$ cat src/pwm_steer_pkg.sv
`default_nettype none
package pwm_steer_pkg;
  // ****************************************
  // Register map
  // ****************************************
  localparam int         ADDR_W          = 9;
  localparam int         DATA_W          = 8;
  localparam int         DELAY_W         = 7;
  localparam logic [8:0] ADDR_MODE       = 9'h017;
  localparam logic [8:0] ADDR_RESTART_DB = 9'h01C;
  localparam logic [8:0] ADDR_SHUTDOWN   = 9'h01D;
  localparam logic [8:0] ADDR_STEER      = 9'h19D;
  localparam int         FLAG_BIT        = 7;

  // ****************************************
  // Field layouts
  // ****************************************
  typedef struct packed {
    logic             restart;
    logic [6:0]       delay;
  } restart_db_t;

  typedef struct packed {
    logic             int_pin;
    logic             comp2;
    logic             comp1;
  } src_sel_t;

  typedef struct packed {
    logic             tri_st;
    logic             level;
  } pss_t;

  typedef struct packed {
    src_sel_t         src;
    pss_t             pss_ac;
    pss_t             pss_bd;
  } shutdown_ctrl_t;

  typedef struct packed {
    logic             sync;
    logic [3:0]       en;
  } steer_t;

  typedef struct packed {
    logic [1:0]       cfg;
    logic [1:0]       spare;
    logic [1:0]       mode_hi;
    logic             pol_ac_low;
    logic             pol_bd_low;
  } mode_t;

  localparam int          SDC_W            = $bits(shutdown_ctrl_t);
  localparam int          STEER_W          = $bits(steer_t);

  // ****************************************
  // Reset values and encodings
  // ****************************************
  localparam logic [4:0]  STEER_RESET      = 5'h01;
  localparam logic [3:0]  STEER_ACT_RESET  = 4'h1;
  localparam logic [7:0]  RESTART_DB_RESET = 8'h00;
  localparam logic [6:0]  SHUTDOWN_RESET   = 7'h00;
  localparam logic [7:0]  MODE_RESET       = 8'h00;
  localparam logic [1:0]  MODE_PWM         = 2'h3;
  localparam logic [1:0]  CFG_SINGLE       = 2'h0;
  localparam logic [1:0]  CFG_HALF         = 2'h2;
  localparam logic [1:0]  PSS_LOW          = 2'h0;
  localparam int          PIN_A            = 0;
  localparam int          PIN_B            = 1;
  localparam int          PIN_C            = 2;
  localparam int          PIN_D            = 3;

  typedef enum logic [2:0] {
    SD_RUN    = 3'b001,
    SD_HOLD   = 3'b010,
    SD_RESUME = 3'b100
  } shut_state_t;
endpackage
`default_nettype wire

$ cat src/pwm_output_steer.sv
// Strobed register access was chosen for this implementation.
`default_nettype none
module pwm_output_steer
  import pwm_steer_pkg::*;
(
  input  wire logic                      clk_sys_in,
  input  wire logic                      resetn_in,
  input  wire logic [pwm_steer_pkg::ADDR_W-1:0] addr_in,
  input  wire logic [pwm_steer_pkg::DATA_W-1:0] wr_data_in,
  input  wire logic                      wr_en_in,
  input  wire logic                      rd_en_in,
  output logic      [pwm_steer_pkg::DATA_W-1:0] rd_data_out,
  input  wire logic                      pwm_raw_in,
  input  wire logic                      period_start_in,
  input  wire logic                      comp1_in,
  input  wire logic                      comp2_in,
  input  wire logic                      int_pin_in,
  output logic                           pwm_out_a_out,
  output logic                           pwm_out_b_out,
  output logic                           pwm_out_c_out,
  output logic                           pwm_out_d_out,
  output logic                           pwm_oe_n_a_out,
  output logic                           pwm_oe_n_b_out,
  output logic                           pwm_oe_n_c_out,
  output logic                           pwm_oe_n_d_out,
  output logic                           port_own_a_out,
  output logic                           port_own_b_out,
  output logic                           port_own_c_out,
  output logic                           port_own_d_out
);
  import pwm_steer_pkg::*;

  // ****************************************
  // State
  // ****************************************
  typedef struct packed {
    logic                  int_meta;
    logic                  int_sync;
    steer_t                steer;
    logic [3:0]            steer_act;
    restart_db_t           rdb;
    shutdown_ctrl_t        sdc;
    mode_t                 mode;
    shut_state_t           sd;
    logic [1:0]            sched_prev;
    logic [1:0][DELAY_W-1:0] db_cnt;
    logic [DATA_W-1:0]     rd_data;
  } state_t;

  state_t                  st_reg;
  state_t                  st_next;
  logic                    steer_mode;
  logic                    half_mode;
  logic                    pwm_mode;
  logic                    cause;
  logic                    force_sd;
  logic                    steer_wr;
  logic                    sdc_wr;
  logic                    rise_a;
  steer_t                  wr_steer;
  logic [1:0]              db_act;
  logic [3:0]              pin_en;
  logic [3:0]              pin_val;
  logic [3:0]              pin_oe_n;
  logic [3:0]              port_own;
  logic                    sched;
  logic                    rise;
  logic [DELAY_W-1:0]      cnt_eff;
  logic                    pol_low;
  logic                    level;
  pss_t                    pss;

  // ****************************************
  // Decode
  // ****************************************
  assign pwm_mode   = (st_reg.mode.mode_hi == MODE_PWM);
  assign steer_mode = pwm_mode && (st_reg.mode.cfg == CFG_SINGLE);
  assign half_mode  = pwm_mode && (st_reg.mode.cfg == CFG_HALF);
  assign steer_wr   = wr_en_in && (addr_in == ADDR_STEER);
  assign sdc_wr     = wr_en_in && (addr_in == ADDR_SHUTDOWN);
  assign wr_steer   = steer_t'(wr_data_in[STEER_W-1:0]);
  assign rise_a     = pwm_raw_in && !st_reg.sched_prev[0];

  // Shutdown cause, comparators act without a clock edge
  assign cause = (st_reg.sdc.src.comp1 && comp1_in)
              || (st_reg.sdc.src.comp2 && comp2_in)
              || (st_reg.sdc.src.int_pin && !st_reg.int_sync);
  assign force_sd = cause || (st_reg.sd != SD_RUN);

  // ****************************************
  // Next state and pins
  // ****************************************
  always_comb begin
    st_next  = st_reg;
    sched    = 1'b0;
    rise     = 1'b0;
    cnt_eff  = '0;
    pol_low  = 1'b0;
    level    = 1'b0;
    pss      = '0;
    db_act   = '0;
    pin_en   = '0;
    pin_val  = '0;
    pin_oe_n = '1;
    port_own = '1;
    st_next.int_meta = int_pin_in;
    st_next.int_sync = st_reg.int_meta;

    // Period boundary copy of shadow enables
    if (period_start_in && st_reg.steer.sync) begin
      st_next.steer_act = st_reg.steer.en;
    end

    if (wr_en_in) begin
      case (addr_in)
        ADDR_RESTART_DB: st_next.rdb = restart_db_t'(wr_data_in);
        ADDR_SHUTDOWN:   st_next.sdc = shutdown_ctrl_t'(wr_data_in[SDC_W-1:0]);
        ADDR_MODE:       st_next.mode = mode_t'(wr_data_in);
        ADDR_STEER: begin
          st_next.steer = wr_steer;
          if (!wr_steer.sync) begin
            st_next.steer_act = wr_steer.en;
          end
        end
        default: ;
      endcase
    end

    // Shutdown sequencing, set beats clear
    case (st_reg.sd)
      SD_RUN: begin
        if (cause || (sdc_wr && wr_data_in[FLAG_BIT])) begin
          st_next.sd = SD_HOLD;
        end
      end
      SD_HOLD: begin
        if (!cause && st_reg.rdb.restart) begin
          st_next.sd = SD_RESUME;
        end else if (!cause && sdc_wr && !wr_data_in[FLAG_BIT]) begin
          st_next.sd = SD_RESUME;
        end
      end
      SD_RESUME: begin
        if (cause || (sdc_wr && wr_data_in[FLAG_BIT])) begin
          st_next.sd = SD_HOLD;
        end else if (period_start_in) begin
          st_next.sd = SD_RUN;
        end
      end
      default: st_next.sd = SD_HOLD;
    endcase

    st_next.rd_data = '0;
    if (rd_en_in) begin
      case (addr_in)
        ADDR_RESTART_DB: st_next.rd_data = st_reg.rdb;
        ADDR_SHUTDOWN:
          st_next.rd_data = {st_reg.sd == SD_HOLD, st_reg.sdc};
        ADDR_STEER:
          st_next.rd_data = {3'h0, st_reg.steer};
        ADDR_MODE:       st_next.rd_data = st_reg.mode;
        default:         st_next.rd_data = '0;
      endcase
    end

    // Dead band on both half-bridge channels
    for (int c = 0; c < 2; c++) begin
      sched   = (c == PIN_A) ? pwm_raw_in : !pwm_raw_in;
      rise    = sched && !st_reg.sched_prev[c];
      cnt_eff = rise ? st_reg.rdb.delay : st_reg.db_cnt[c];
      db_act[c] = sched && (cnt_eff == '0);
      st_next.db_cnt[c] = (sched && (cnt_eff != '0))
                        ? cnt_eff - 7'h01 : '0;
      st_next.sched_prev[c] = sched;
    end

    // Pin steering and shutdown override
    for (int i = 0; i < 4; i++) begin
      if ((i == PIN_A) || (i == PIN_C)) begin
        pol_low = st_reg.mode.pol_ac_low;
        pss     = st_reg.sdc.pss_ac;
      end else begin
        pol_low = st_reg.mode.pol_bd_low;
        pss     = st_reg.sdc.pss_bd;
      end
      if (steer_mode) begin
        pin_en[i] = st_reg.steer_act[i];
      end else if (half_mode) begin
        pin_en[i] = (i == PIN_A) || (i == PIN_B);
      end else begin
        pin_en[i] = pwm_mode && (i == PIN_A);
      end
      level = half_mode ? db_act[i == PIN_B] : pwm_raw_in;
      if (!pin_en[i]) begin
        pin_val[i]  = 1'b0;
        pin_oe_n[i] = 1'b1;
        port_own[i] = 1'b1;
      end else if (force_sd) begin
        port_own[i] = 1'b0;
        pin_oe_n[i] = pss.tri_st;
        pin_val[i]  = !pss.tri_st && pss.level;
      end else begin
        port_own[i] = 1'b0;
        pin_oe_n[i] = 1'b0;
        pin_val[i]  = level ^ pol_low;
      end
    end
  end

  always_ff @(posedge clk_sys_in or negedge resetn_in) begin
    if (!resetn_in) begin
      st_reg           <= '0;
      st_reg.int_meta  <= 1'b1;
      st_reg.int_sync  <= 1'b1;
      st_reg.steer     <= STEER_RESET;
      st_reg.steer_act <= STEER_ACT_RESET;
      st_reg.rdb       <= RESTART_DB_RESET;
      st_reg.sdc       <= SHUTDOWN_RESET;
      st_reg.mode      <= MODE_RESET;
      st_reg.sd        <= SD_RUN;
    end else begin
      st_reg <= st_next;
    end
  end

  // ****************************************
  // Outputs
  // ****************************************
  assign rd_data_out    = st_reg.rd_data;
  assign pwm_out_a_out  = pin_val[PIN_A];
  assign pwm_out_b_out  = pin_val[PIN_B];
  assign pwm_out_c_out  = pin_val[PIN_C];
  assign pwm_out_d_out  = pin_val[PIN_D];
  assign pwm_oe_n_a_out = pin_oe_n[PIN_A];
  assign pwm_oe_n_b_out = pin_oe_n[PIN_B];
  assign pwm_oe_n_c_out = pin_oe_n[PIN_C];
  assign pwm_oe_n_d_out = pin_oe_n[PIN_D];
  assign port_own_a_out = port_own[PIN_A];
  assign port_own_b_out = port_own[PIN_B];
  assign port_own_c_out = port_own[PIN_C];
  assign port_own_d_out = port_own[PIN_D];
endmodule
`default_nettype wire

$ cat config.mk
export PLATFORM = sky130hd
export DESIGN_NAME = pwm_output_steer
export DESIGN_NICKNAME = d
export VERILOG_FILES = /design/src/pwm_steer_pkg.sv /design/src/pwm_output_steer.sv
export SDC_FILE = /design/constraint.sdc
export NUM_CORES = 1
export LEC_CHECK = 0
export BUFFER_PORTS_ARGS = -buffer_cell sky130_fd_sc_hd__buf_4
export CAP_MARGIN = 20
export CORE_ASPECT_RATIO = 1.4
export CORE_MARGIN = 2
export CORE_UTILIZATION = 35
export CTS_CLUSTER_SIZE = 28
export DETAILED_ROUTE_END_ITERATION = 10
export SYNTH_ARGS = -nofsm -noshare
export SYNTH_HDL_FRONTEND = slang
export SYNTH_SLANG_ARGS = --single-unit
$ cat constraint.sdc
create_clock -name clk_sys_in -period 2.4 [get_ports clk_sys_in]
set_input_delay 0.48 -clock clk_sys_in [delete_from_list [all_inputs] [get_ports clk_sys_in]]
set_output_delay 0.48 -clock clk_sys_in [all_outputs]
set_load 0.02 [all_outputs]
==> out/qor.txt, run 1 <==
fin. max-slew vios -> 0
synth warn -> 0
die area -> 9910 sq um
Synth top area share -> 43.9%
CTS Buf Count -> 9
worst slew pin tran -> 0.772 ns
cell leakage power -> 1.98 nW
# setup viols final -> 4
CTS HTree Levels -> 3
RSZ-0062 raised after global routing -> yes
detailed placement HPWL -> 6020 microns
first-pass GRT wire length -> 13000 microns
Max Clk Rate -> 366 MHz
CP Cell Sequence -> nand2b_4 -> buf_4 -> mux2_4 -> nand4_1 -> a31oi_4 -> xnor2_2 -> a211oi_2 -> buf_4
Post-synth top flop -> dfrtp_1
Cell Area, Placed -> 3850 sq um
DRC viols -> 0
dpl cells -> 464
most common cell after layout, fill and taps aside -> buf_4
gr usage total -> 17.5%
Longest Clk Path Bufs -> 2
Final Core Density -> 47.4%
Worst Hold Class -> input port to async pin
WL per Instance -> 16.8 microns
Slew HR -> 48.5%
failing checks -> setup timing
Mapped Cells -> 299
Synth area leaders -> dfrtp_1 44%, mux2_2 12%, mux2i_1 6.6%
Design Area, Final -> 4230 sq um
crit-path max cell delay -> 0.37 ns
IO Pins -> 46
Syn Area/Cell -> 10.7 sq um
DR vias -> 2524
Post-Route WL -> 8120 microns
startpoint types -> flip-flop
synthesized flop and latch total -> 61
slowest CP cell -> dfrtp_1
largest area contributor in the netlist -> dfrtp_1
Iteration-0 DRC Markers -> 150
area grow syn2layout -> 32.4%
CTS tree -> yes
ys async rst share -> 100%
Layout Cells excl Fill -> 484
CP dominant cell by count -> buf_4
post-route setup slack -> -0.329 ns
Root Buffer -> clkbuf_16
Antenna diodes -> 0
status -> complete, but fails checks
max reg flops -> 49
final net count -> 402
DIE HEIGHT -> 117 microns
Clock Sinks -> 61
synthesized area -> 3190 sq um
initial core utilization -> 35.8%
final worst path period need -> 2.73 ns
most frequent cells in the layout -> 76 x buf_4, 56 x dfrtp_1, 33 x mux2_2
max-cap violations -> 0
Crit Path Max Fanout -> 4
Clock transition at path regs -> 0.06 ns
EDFF count, synth -> 0
largest net degree at the start of global routing -> 62
Skew-Pair Late Insertion Delay -> 0.34 ns
setup TNS -> -1.04 ns
register area share after synthesis -> 48.0%
final hold violation count -> 0
clock skew -> 0.00606 ns
maximum VDD drop -> 0.422 mV
period utilisation layout -> 114%
Syn Nets -> 329
ANT nets after route -> 0
vias in the first global route -> 2541
Die X -> 84.7 microns
overall power -> 0.00331 W
initial antenna violation count -> 0
Buffers on Ports -> 45
CP required -> 1.92 ns
Yosys cell types -> 40
critical path arrival -> 2.25 ns
routability cong. -> 0.874
total core area -> 8930 sq um
Cell Pwr Density -> 784 nW/um^2
# rows -> 41
endpoint class of the critical path -> output pin
via-per-instance ratio -> 5.21
drt first pass iters -> 4
fraction of layout cells with a size suffix above 1 -> 40.6%
Crit Path Class -> flip-flop to output pin
global route total overflow -> 0
hold-fix buffers at CTS -> 0
[metal layers]
| layer | up-vias | wire length [microns] | GRT usage, % | share of wire (%) |
|---|---|---|---|---|
| met5 | - | 0 | 0 | 0 |
| met4 | 0 | 234 | 9.74 | 2.9 |
| met3 | 17 | 215 | 3.37 | 2.6 |
| met2 | 51 | 4430 | 31.3 | 55 |
| met1 | 1252 | 3240 | 19.6 | 40 |
| li1 | 1204 | - | - | - |
[critical path: cells and delay by family (launching register included)]
family	cells	cell delay [ns]
DFF	1	0.37
buffers and inverters	2	0.33
muxes	1	0.31
AOI/OAI and AO/OA	2	0.36
and+or+nand+nor	2	0.34
xor gates and xnor gates	1	0.20
[stage by stage]
stage,hold slack (ns),setup slack [ns]
5_1_grt,0.242,-0.449
4_1_cts,0.240,-0.357
3_3_place_gp,0.347,-0.133
2_1_floorplan,0.184,-0.0222
6_report,0.204,-0.329
3_5_place_dp,0.348,-0.194
[path summary, 6_finish.rpt]
path                             start       endpoint  slack [ns]  depth (start not counted)
max                         st_reg[22]  pwm_out_c_out       -0.33                          8
min                          resetn_in         pss[1]        0.20                          1
max reg2reg                 st_reg[23]     st_reg[18]        0.67                          8
min reg2reg                st_next[59]     st_reg[59]        0.35                          0
max in group asynchronous    resetn_in     st_reg[21]        1.68                          1
min in group clk_sys_in     int_pin_in    st_next[59]        0.25                          1
[Yosys cell counts (2+ instances only)]
master and n:
dfrtp_1 56, mux2_2 34, nor2_1 33, nand2_1 25, mux2i_1 21, o21ai_0 12, a21oi_1 9, nor3_1 9
buf_4 8, and3_1 6, xnor2_1 6, a22oi_1 5, dfstp_2 5, nor2b_1 5, xor2_1 5, a211oi_1 4
a22o_1 4, ha_1 4, inv_1 4, nand3_1 4, a31oi_1 3, a32oi_1 3, and2_1 3, buf_1 3
buf_2 3, clkbuf_1 3, nand3b_1 3, a21o_1 2, a31o_2 2, nand2b_1 2, nand4_1 2, nor3b_1 2
or3_1 2
[cell type report]
cell class / count / area, sq um
clock buffer: 9 / 225
clock inverter: 7 / 76.3
fill: 859 / 4700
inverter: 4 / 15.0
multi-input combinational: 217 / 1630
sequential: 61 / 1530
tap: 107 / 134
timing repair buffer: 79 / 613
[kinds of logic (layout without fill, tap and decap cells)]
logic type	Yosys count	in the layout	share of synthesized area (%)
flip-flops	61	61	48.0
AND/OR/NAND/NOR	101	101	15.9
multiplexers	55	55	18.6
buffers and inverters	21	99	3.53
AO/OA/AOI/OAI	46	46	9.44
XOR/XNOR	11	11	3.02
adder cells (fa/ha/maj)	4	4	1.57
[power by group]
group | switching, W | internal (W) | total, W | leakage, nW
clock network | 0.000498 | 0.000803 | 0.00130 | 0.130
registers | 0.0000750 | 0.00114 | 0.00122 | 0.805
logic | 0.000402 | 0.000390 | 0.000792 | 1.04
[repair_timing]
item	in CTS	in global routing
buffers inserted	3	1
setup endpoints to repair	8	4
pin swaps	3	0
resized for setup	10	2
(Power assumes the default switching activity.)
==> run 2, diff against run 1 <==
- clock period: 2.4 -> 3.15 ns (I/O delays scaled with it)
==> out/qor.txt, run 2 (same netlist as run 1, synthesis figures left out) <==
status -> complete, no violations
final net count -> 380
max-cap violations -> 0
die area -> 9910 sq um
Die X -> 84.7 microns
final worst path period need -> 3.03 ns
CTS HTree Levels -> 3
clock skew -> 0.00412 ns
hold-fix buffers at CTS -> 0
most common cell after layout, fill and taps aside -> buf_4
total core area -> 8930 sq um
dpl cells -> 445
ANT nets after route -> 0
Cell Pwr Density -> 609 nW/um^2
# rows -> 41
WL per Instance -> 16.7 microns
detailed placement HPWL -> 5760 microns
first-pass GRT wire length -> 12500 microns
Antenna diodes -> 0
worst slew pin tran -> 0.782 ns
# setup viols final -> 0
Crit Path Max Fanout -> 6
Worst Hold Class -> input port to async pin
overall power -> 0.00242 W
area grow syn2layout -> 24.5%
maximum VDD drop -> 0.281 mV
CP required -> 2.52 ns
fraction of layout cells with a size suffix above 1 -> 33.0%
global route total overflow -> 0
Clock Sinks -> 61
largest net degree at the start of global routing -> 62
Slew HR -> 47.8%
critical path arrival -> 2.40 ns
Clock transition at path regs -> 0.05 ns
DIE HEIGHT -> 117 microns
final hold violation count -> 0
R2R Setup Slk -> 1.28 ns
Post-Route WL -> 7730 microns
Buffers on Ports -> 45
CTS Buf Count -> 9
max reg flops -> 49
R2R Path Start -> st_reg[22]
Layout Cells excl Fill -> 462
vias in the first global route -> 2490
routability cong. -> 0.837
Filler cells -> 883
initial core utilization -> 35.8%
gr usage total -> 16.7%
Max Clk Rate -> 330 MHz
Skew-Pair Late Insertion Delay -> 0.33 ns
startpoint types -> input port
period utilisation layout -> 96.2%
CTS tree -> yes
FF-to-FF End -> st_reg[12]
DR vias -> 2434
Reg2Reg Depth -> 7
setup TNS -> 0 ns
Iteration-0 DRC Markers -> 83
most frequent cells in the layout -> 57 x buf_4, 56 x dfrtp_1, 34 x mux2_2
cell leakage power -> 1.86 nW
IO Pins -> 46
Longest Clk Path Bufs -> 2
endpoint class of the critical path -> output pin
footprint of the multi-input gates -> 1570 sq um
via-per-instance ratio -> 5.27
Crit Path Class -> input port to output pin
register area -> 1530 sq um
DRC viols -> 0
RSZ-0062 raised after global routing -> no
Root Buffer -> clkbuf_16
drt first pass iters -> 4
fin. max-slew vios -> 0
initial antenna violation count -> 0
-- run 2: changes by cell type in the layout (fill, tap and decap cells not counted), moves of 3 or more --
cell and delta:
clkinvlp_4 -5, clkbuf_1 +3, clkbuf_8 +4, buf_4 -19
-- run 2: worst max path at each step --
stage,start,endpoint,slack [ns],depth (start not counted)
6_report,pwm_raw_in,pwm_out_a_out,0.12,9
3_5_place_dp,pwm_raw_in,pwm_out_a_out,-0.04,9
5_1_grt,st_reg[22],pwm_out_a_out,0.01,8
2_1_floorplan,pwm_raw_in,pwm_out_a_out,0.05,8
3_3_place_gp,pwm_raw_in,pwm_out_a_out,-0.003,9
4_1_cts,pwm_raw_in,pwm_out_a_out,0.04,9
-- run 2: final cells by class --
cell class	instances	area share (%)
Clock buffer	16	7.34
Inverter	4	0.378
Multi-Input combinational cell	217	39.6
Sequential cell	61	38.6
Tap cell	107	3.37
Timing Repair Buffer	57	10.8
-- run 2: report_power, final --
group / switching [W] / internal, W / total [W] / leakage (nW)
clock: 0.000333 / 0.000619 / 0.000952 / 0.143
sequential: 0.0000551 / 0.000873 / 0.000928 / 0.805
combinational: 0.000288 / 0.000250 / 0.000539 / 0.914
-- run 2: per-stage QoR --
stage,worst slack [ns],instance area [sq um],hold WS (ns),utilization [%]
5_1_grt,0.0138,3970,0.362,44.5
3_3_place_gp,-0.00294,3650,0.347,40.9
6_report,0.120,3970,0.354,44.5
3_5_place_dp,-0.0358,3650,0.349,40.9
4_1_cts,0.0374,3950,0.356,44.2
2_1_floorplan,0.0540,3190,0.334,-
-- run 2: worst max-delay path: stages --
cell and delay [ns]:
buf_4 0.14, nand2b_2 0.13, buf_4 0.15, mux2i_1 0.28, nand4_1 0.22, a31oi_4 0.26
xnor2_1 0.14, a211oi_1 0.26, buf_4 0.18
-- run 2: what timing repair did --
| action | 4_1_cts | 5_1_grt |
|---|---|---|
| endpoints found under the hold margin | 0 | 0 |
| gates resized for setup | 1 | 4 |
| pin swaps | 0 | 1 |
| setup buffers | 0 | 1 |
| setup endpoints to repair | 2 | 2 |
-- run 2: layer usage --
metal  global-route usage [%]  vias up  share of wire [%]
met2                     29.9       34                 55
met1                     18.6     1220                 41
met3                     3.30       12                2.3
li1                         -     1168                  -
met5                        0        -                  0
met4                     9.21        0                2.2
==> run 3, diff against run 2 <==
- SETUP_SLACK_MARGIN: default -> 0.4
- clock period: 3.15 -> 3.1 ns (I/O delays scaled with it)
==> out/qor.txt, run 3 (same netlist as run 1, synthesis figures left out) <==
status -> complete, no violations
Clock Sinks -> 61
WL per Instance -> 16.2 microns
max-cap violations -> 0
area grow syn2layout -> 28.1%
largest net degree at the start of global routing -> 62
Slew HR -> 45.9%
Clock transition at path regs -> 0.05 ns
routability cong. -> 0.815
DR vias -> 2366
period utilisation layout -> 94.1%
initial core utilization -> 35.8%
drt first pass iters -> 4
endpoint class of the critical path -> output pin
clock skew -> 0.00520 ns
Final Core Density -> 45.8%
detailed placement HPWL -> 5640 microns
Worst Hold Class -> flip-flop to flip-flop
Max Clk Rate -> 343 MHz
delay-heaviest family, CP -> simple AND/OR/NAND/NOR gates
fraction of layout cells with a size suffix above 1 -> 36.8%
final worst path period need -> 2.92 ns
most frequent cells in the layout -> 56 x buf_4, 56 x dfrtp_1, 32 x nor2_1, 32 x mux2_2, 24 x nand2_1
CP dominant cell by count -> buf_4
global route total overflow -> 0
first-pass GRT wire length -> 12100 microns
CP required -> 2.48 ns
Crit Path Class -> flip-flop to output pin
slowest CP cell -> dfrtp_1
Crit Path Max Fanout -> 6
max reg flops -> 49
DRC viols -> 0
CTS Buf Count -> 9
Antenna diodes -> 0
Skew-Pair Late Insertion Delay -> 0.33 ns
Post-Route WL -> 7500 microns
Iteration-0 DRC Markers -> 57
Root Buffer -> clkbuf_16
worst slew pin tran -> 0.801 ns
DIE HEIGHT -> 117 microns
initial antenna violation count -> 0
CP Cell Sequence -> nand2b_4 -> buf_4 -> mux2_4 -> nand4_1 -> a31oi_4 -> xnor2_2 -> a211oi_2 -> buf_4
dpl cells -> 441
ANT nets after route -> 0
die area -> 9910 sq um
total core area -> 8930 sq um
Longest Clk Path Bufs -> 2
Cell Pwr Density -> 627 nW/um^2
vias in the first global route -> 2389
fin. max-slew vios -> 0
Place WS -> 0.0844 ns
crit-path max cell delay -> 0.36 ns
final hold violation count -> 0
Buffers on Ports -> 45
CTS HTree Levels -> 3
via-per-instance ratio -> 5.11
Worst Path Buf+Inv -> 2
gr usage total -> 16.1%
# setup viols final -> 0
setup TNS -> 0 ns
R2R Setup Slk -> 1.26 ns
# rows -> 41
startpoint types -> flip-flop
IO Pins -> 46
RSZ-0062 raised after global routing -> yes
Layout Cells excl Fill -> 463
maximum VDD drop -> 0.373 mV
critical path arrival -> 2.30 ns
post-route setup slack -> 0.184 ns
CTS tree -> yes
cell leakage power -> 1.91 nW
final net count -> 381
Die X -> 84.7 microns
run 3: cell types whose count changed in the layout (fill, tap and decap cells not counted), sizes merged:
cell / change
buf: +1
bufinv: +1
clkbuf: -4
clkinv: +3
run 3: cell type report:
cell class / instances / area, sq um
Clock inverter: 4 / 45.0
Multi-Input combinational cell: 217 / 1650
Tap cell: 107 / 134
Inverter: 4 / 15.0
Clock buffer: 12 / 267
Fill cell: 864 / 4840
Sequential cell: 61 / 1530
Timing Repair Buffer: 58 / 447
run 3: final timing paths:
check / cells past startpoint / endpoint / startpoint
min in group asynchronous: 1 / pss[1] / resetn_in
min reg2reg: 0 / st_reg[59] / st_next[59]
max in group asynchronous: 1 / st_reg[9] / resetn_in
max: 8 / pwm_out_c_out / st_reg[22]
max reg2reg: 7 / st_reg[12] / st_reg[22]
min: 0 / st_reg[59] / st_next[59]
run 3: what timing repair did:
item	in CTS	in global routing
buffers inserted	5	1
gates resized for setup	10	5
endpoints found under the setup margin	8	4
gates cloned	0	0
pin swaps	4	2
hold buffers	0	0
run 3: power by group:
part / internal, W / total (W) / switching (W)
Clock: 0.000683 / 0.00103 / 0.000347
Sequential: 0.000887 / 0.000948 / 0.0000612
Combinational: 0.000282 / 0.000586 / 0.000304
Total: 0.00185 / 0.00256 / 0.000713
run 3: metrics by stage:
stage | total power (W) | hold WS, ns | area (sq um)
6_report | 0.00256 | 0.353 | 4090
5_1_grt | 0.00271 | 0.358 | 4090
4_1_cts | 0.00258 | 0.354 | 4060
3_5_place_dp | 0.00149 | 0.347 | 3670
3_3_place_gp | 0.00148 | 0.346 | 3670
2_1_floorplan | 0.00134 | 0.324 | 3250
run 3: worst reg2reg max path, delay by kind of cell (launching register included):
family | cells | cell delay [ns]
simple gates | 4 | 0.77
flops | 1 | 0.36
mux | 1 | 0.32
buf+inv | 2 | 0.30
run 3: per-layer routing:
| metal | share of wire [%] | wire, microns | GRT usage, % | vias to the layer above |
|---|---|---|---|---|
| met3 | 2.7 | 203 | 3.86 | 15 |
| li1 | - | - | - | 1162 |
| met1 | 40 | 3000 | 17.7 | 1156 |
| met5 | 0 | 0 | 0 | - |
| met4 | 2.3 | 170 | 7.72 | 0 |
| met2 | 55 | 4120 | 29.2 | 33 |
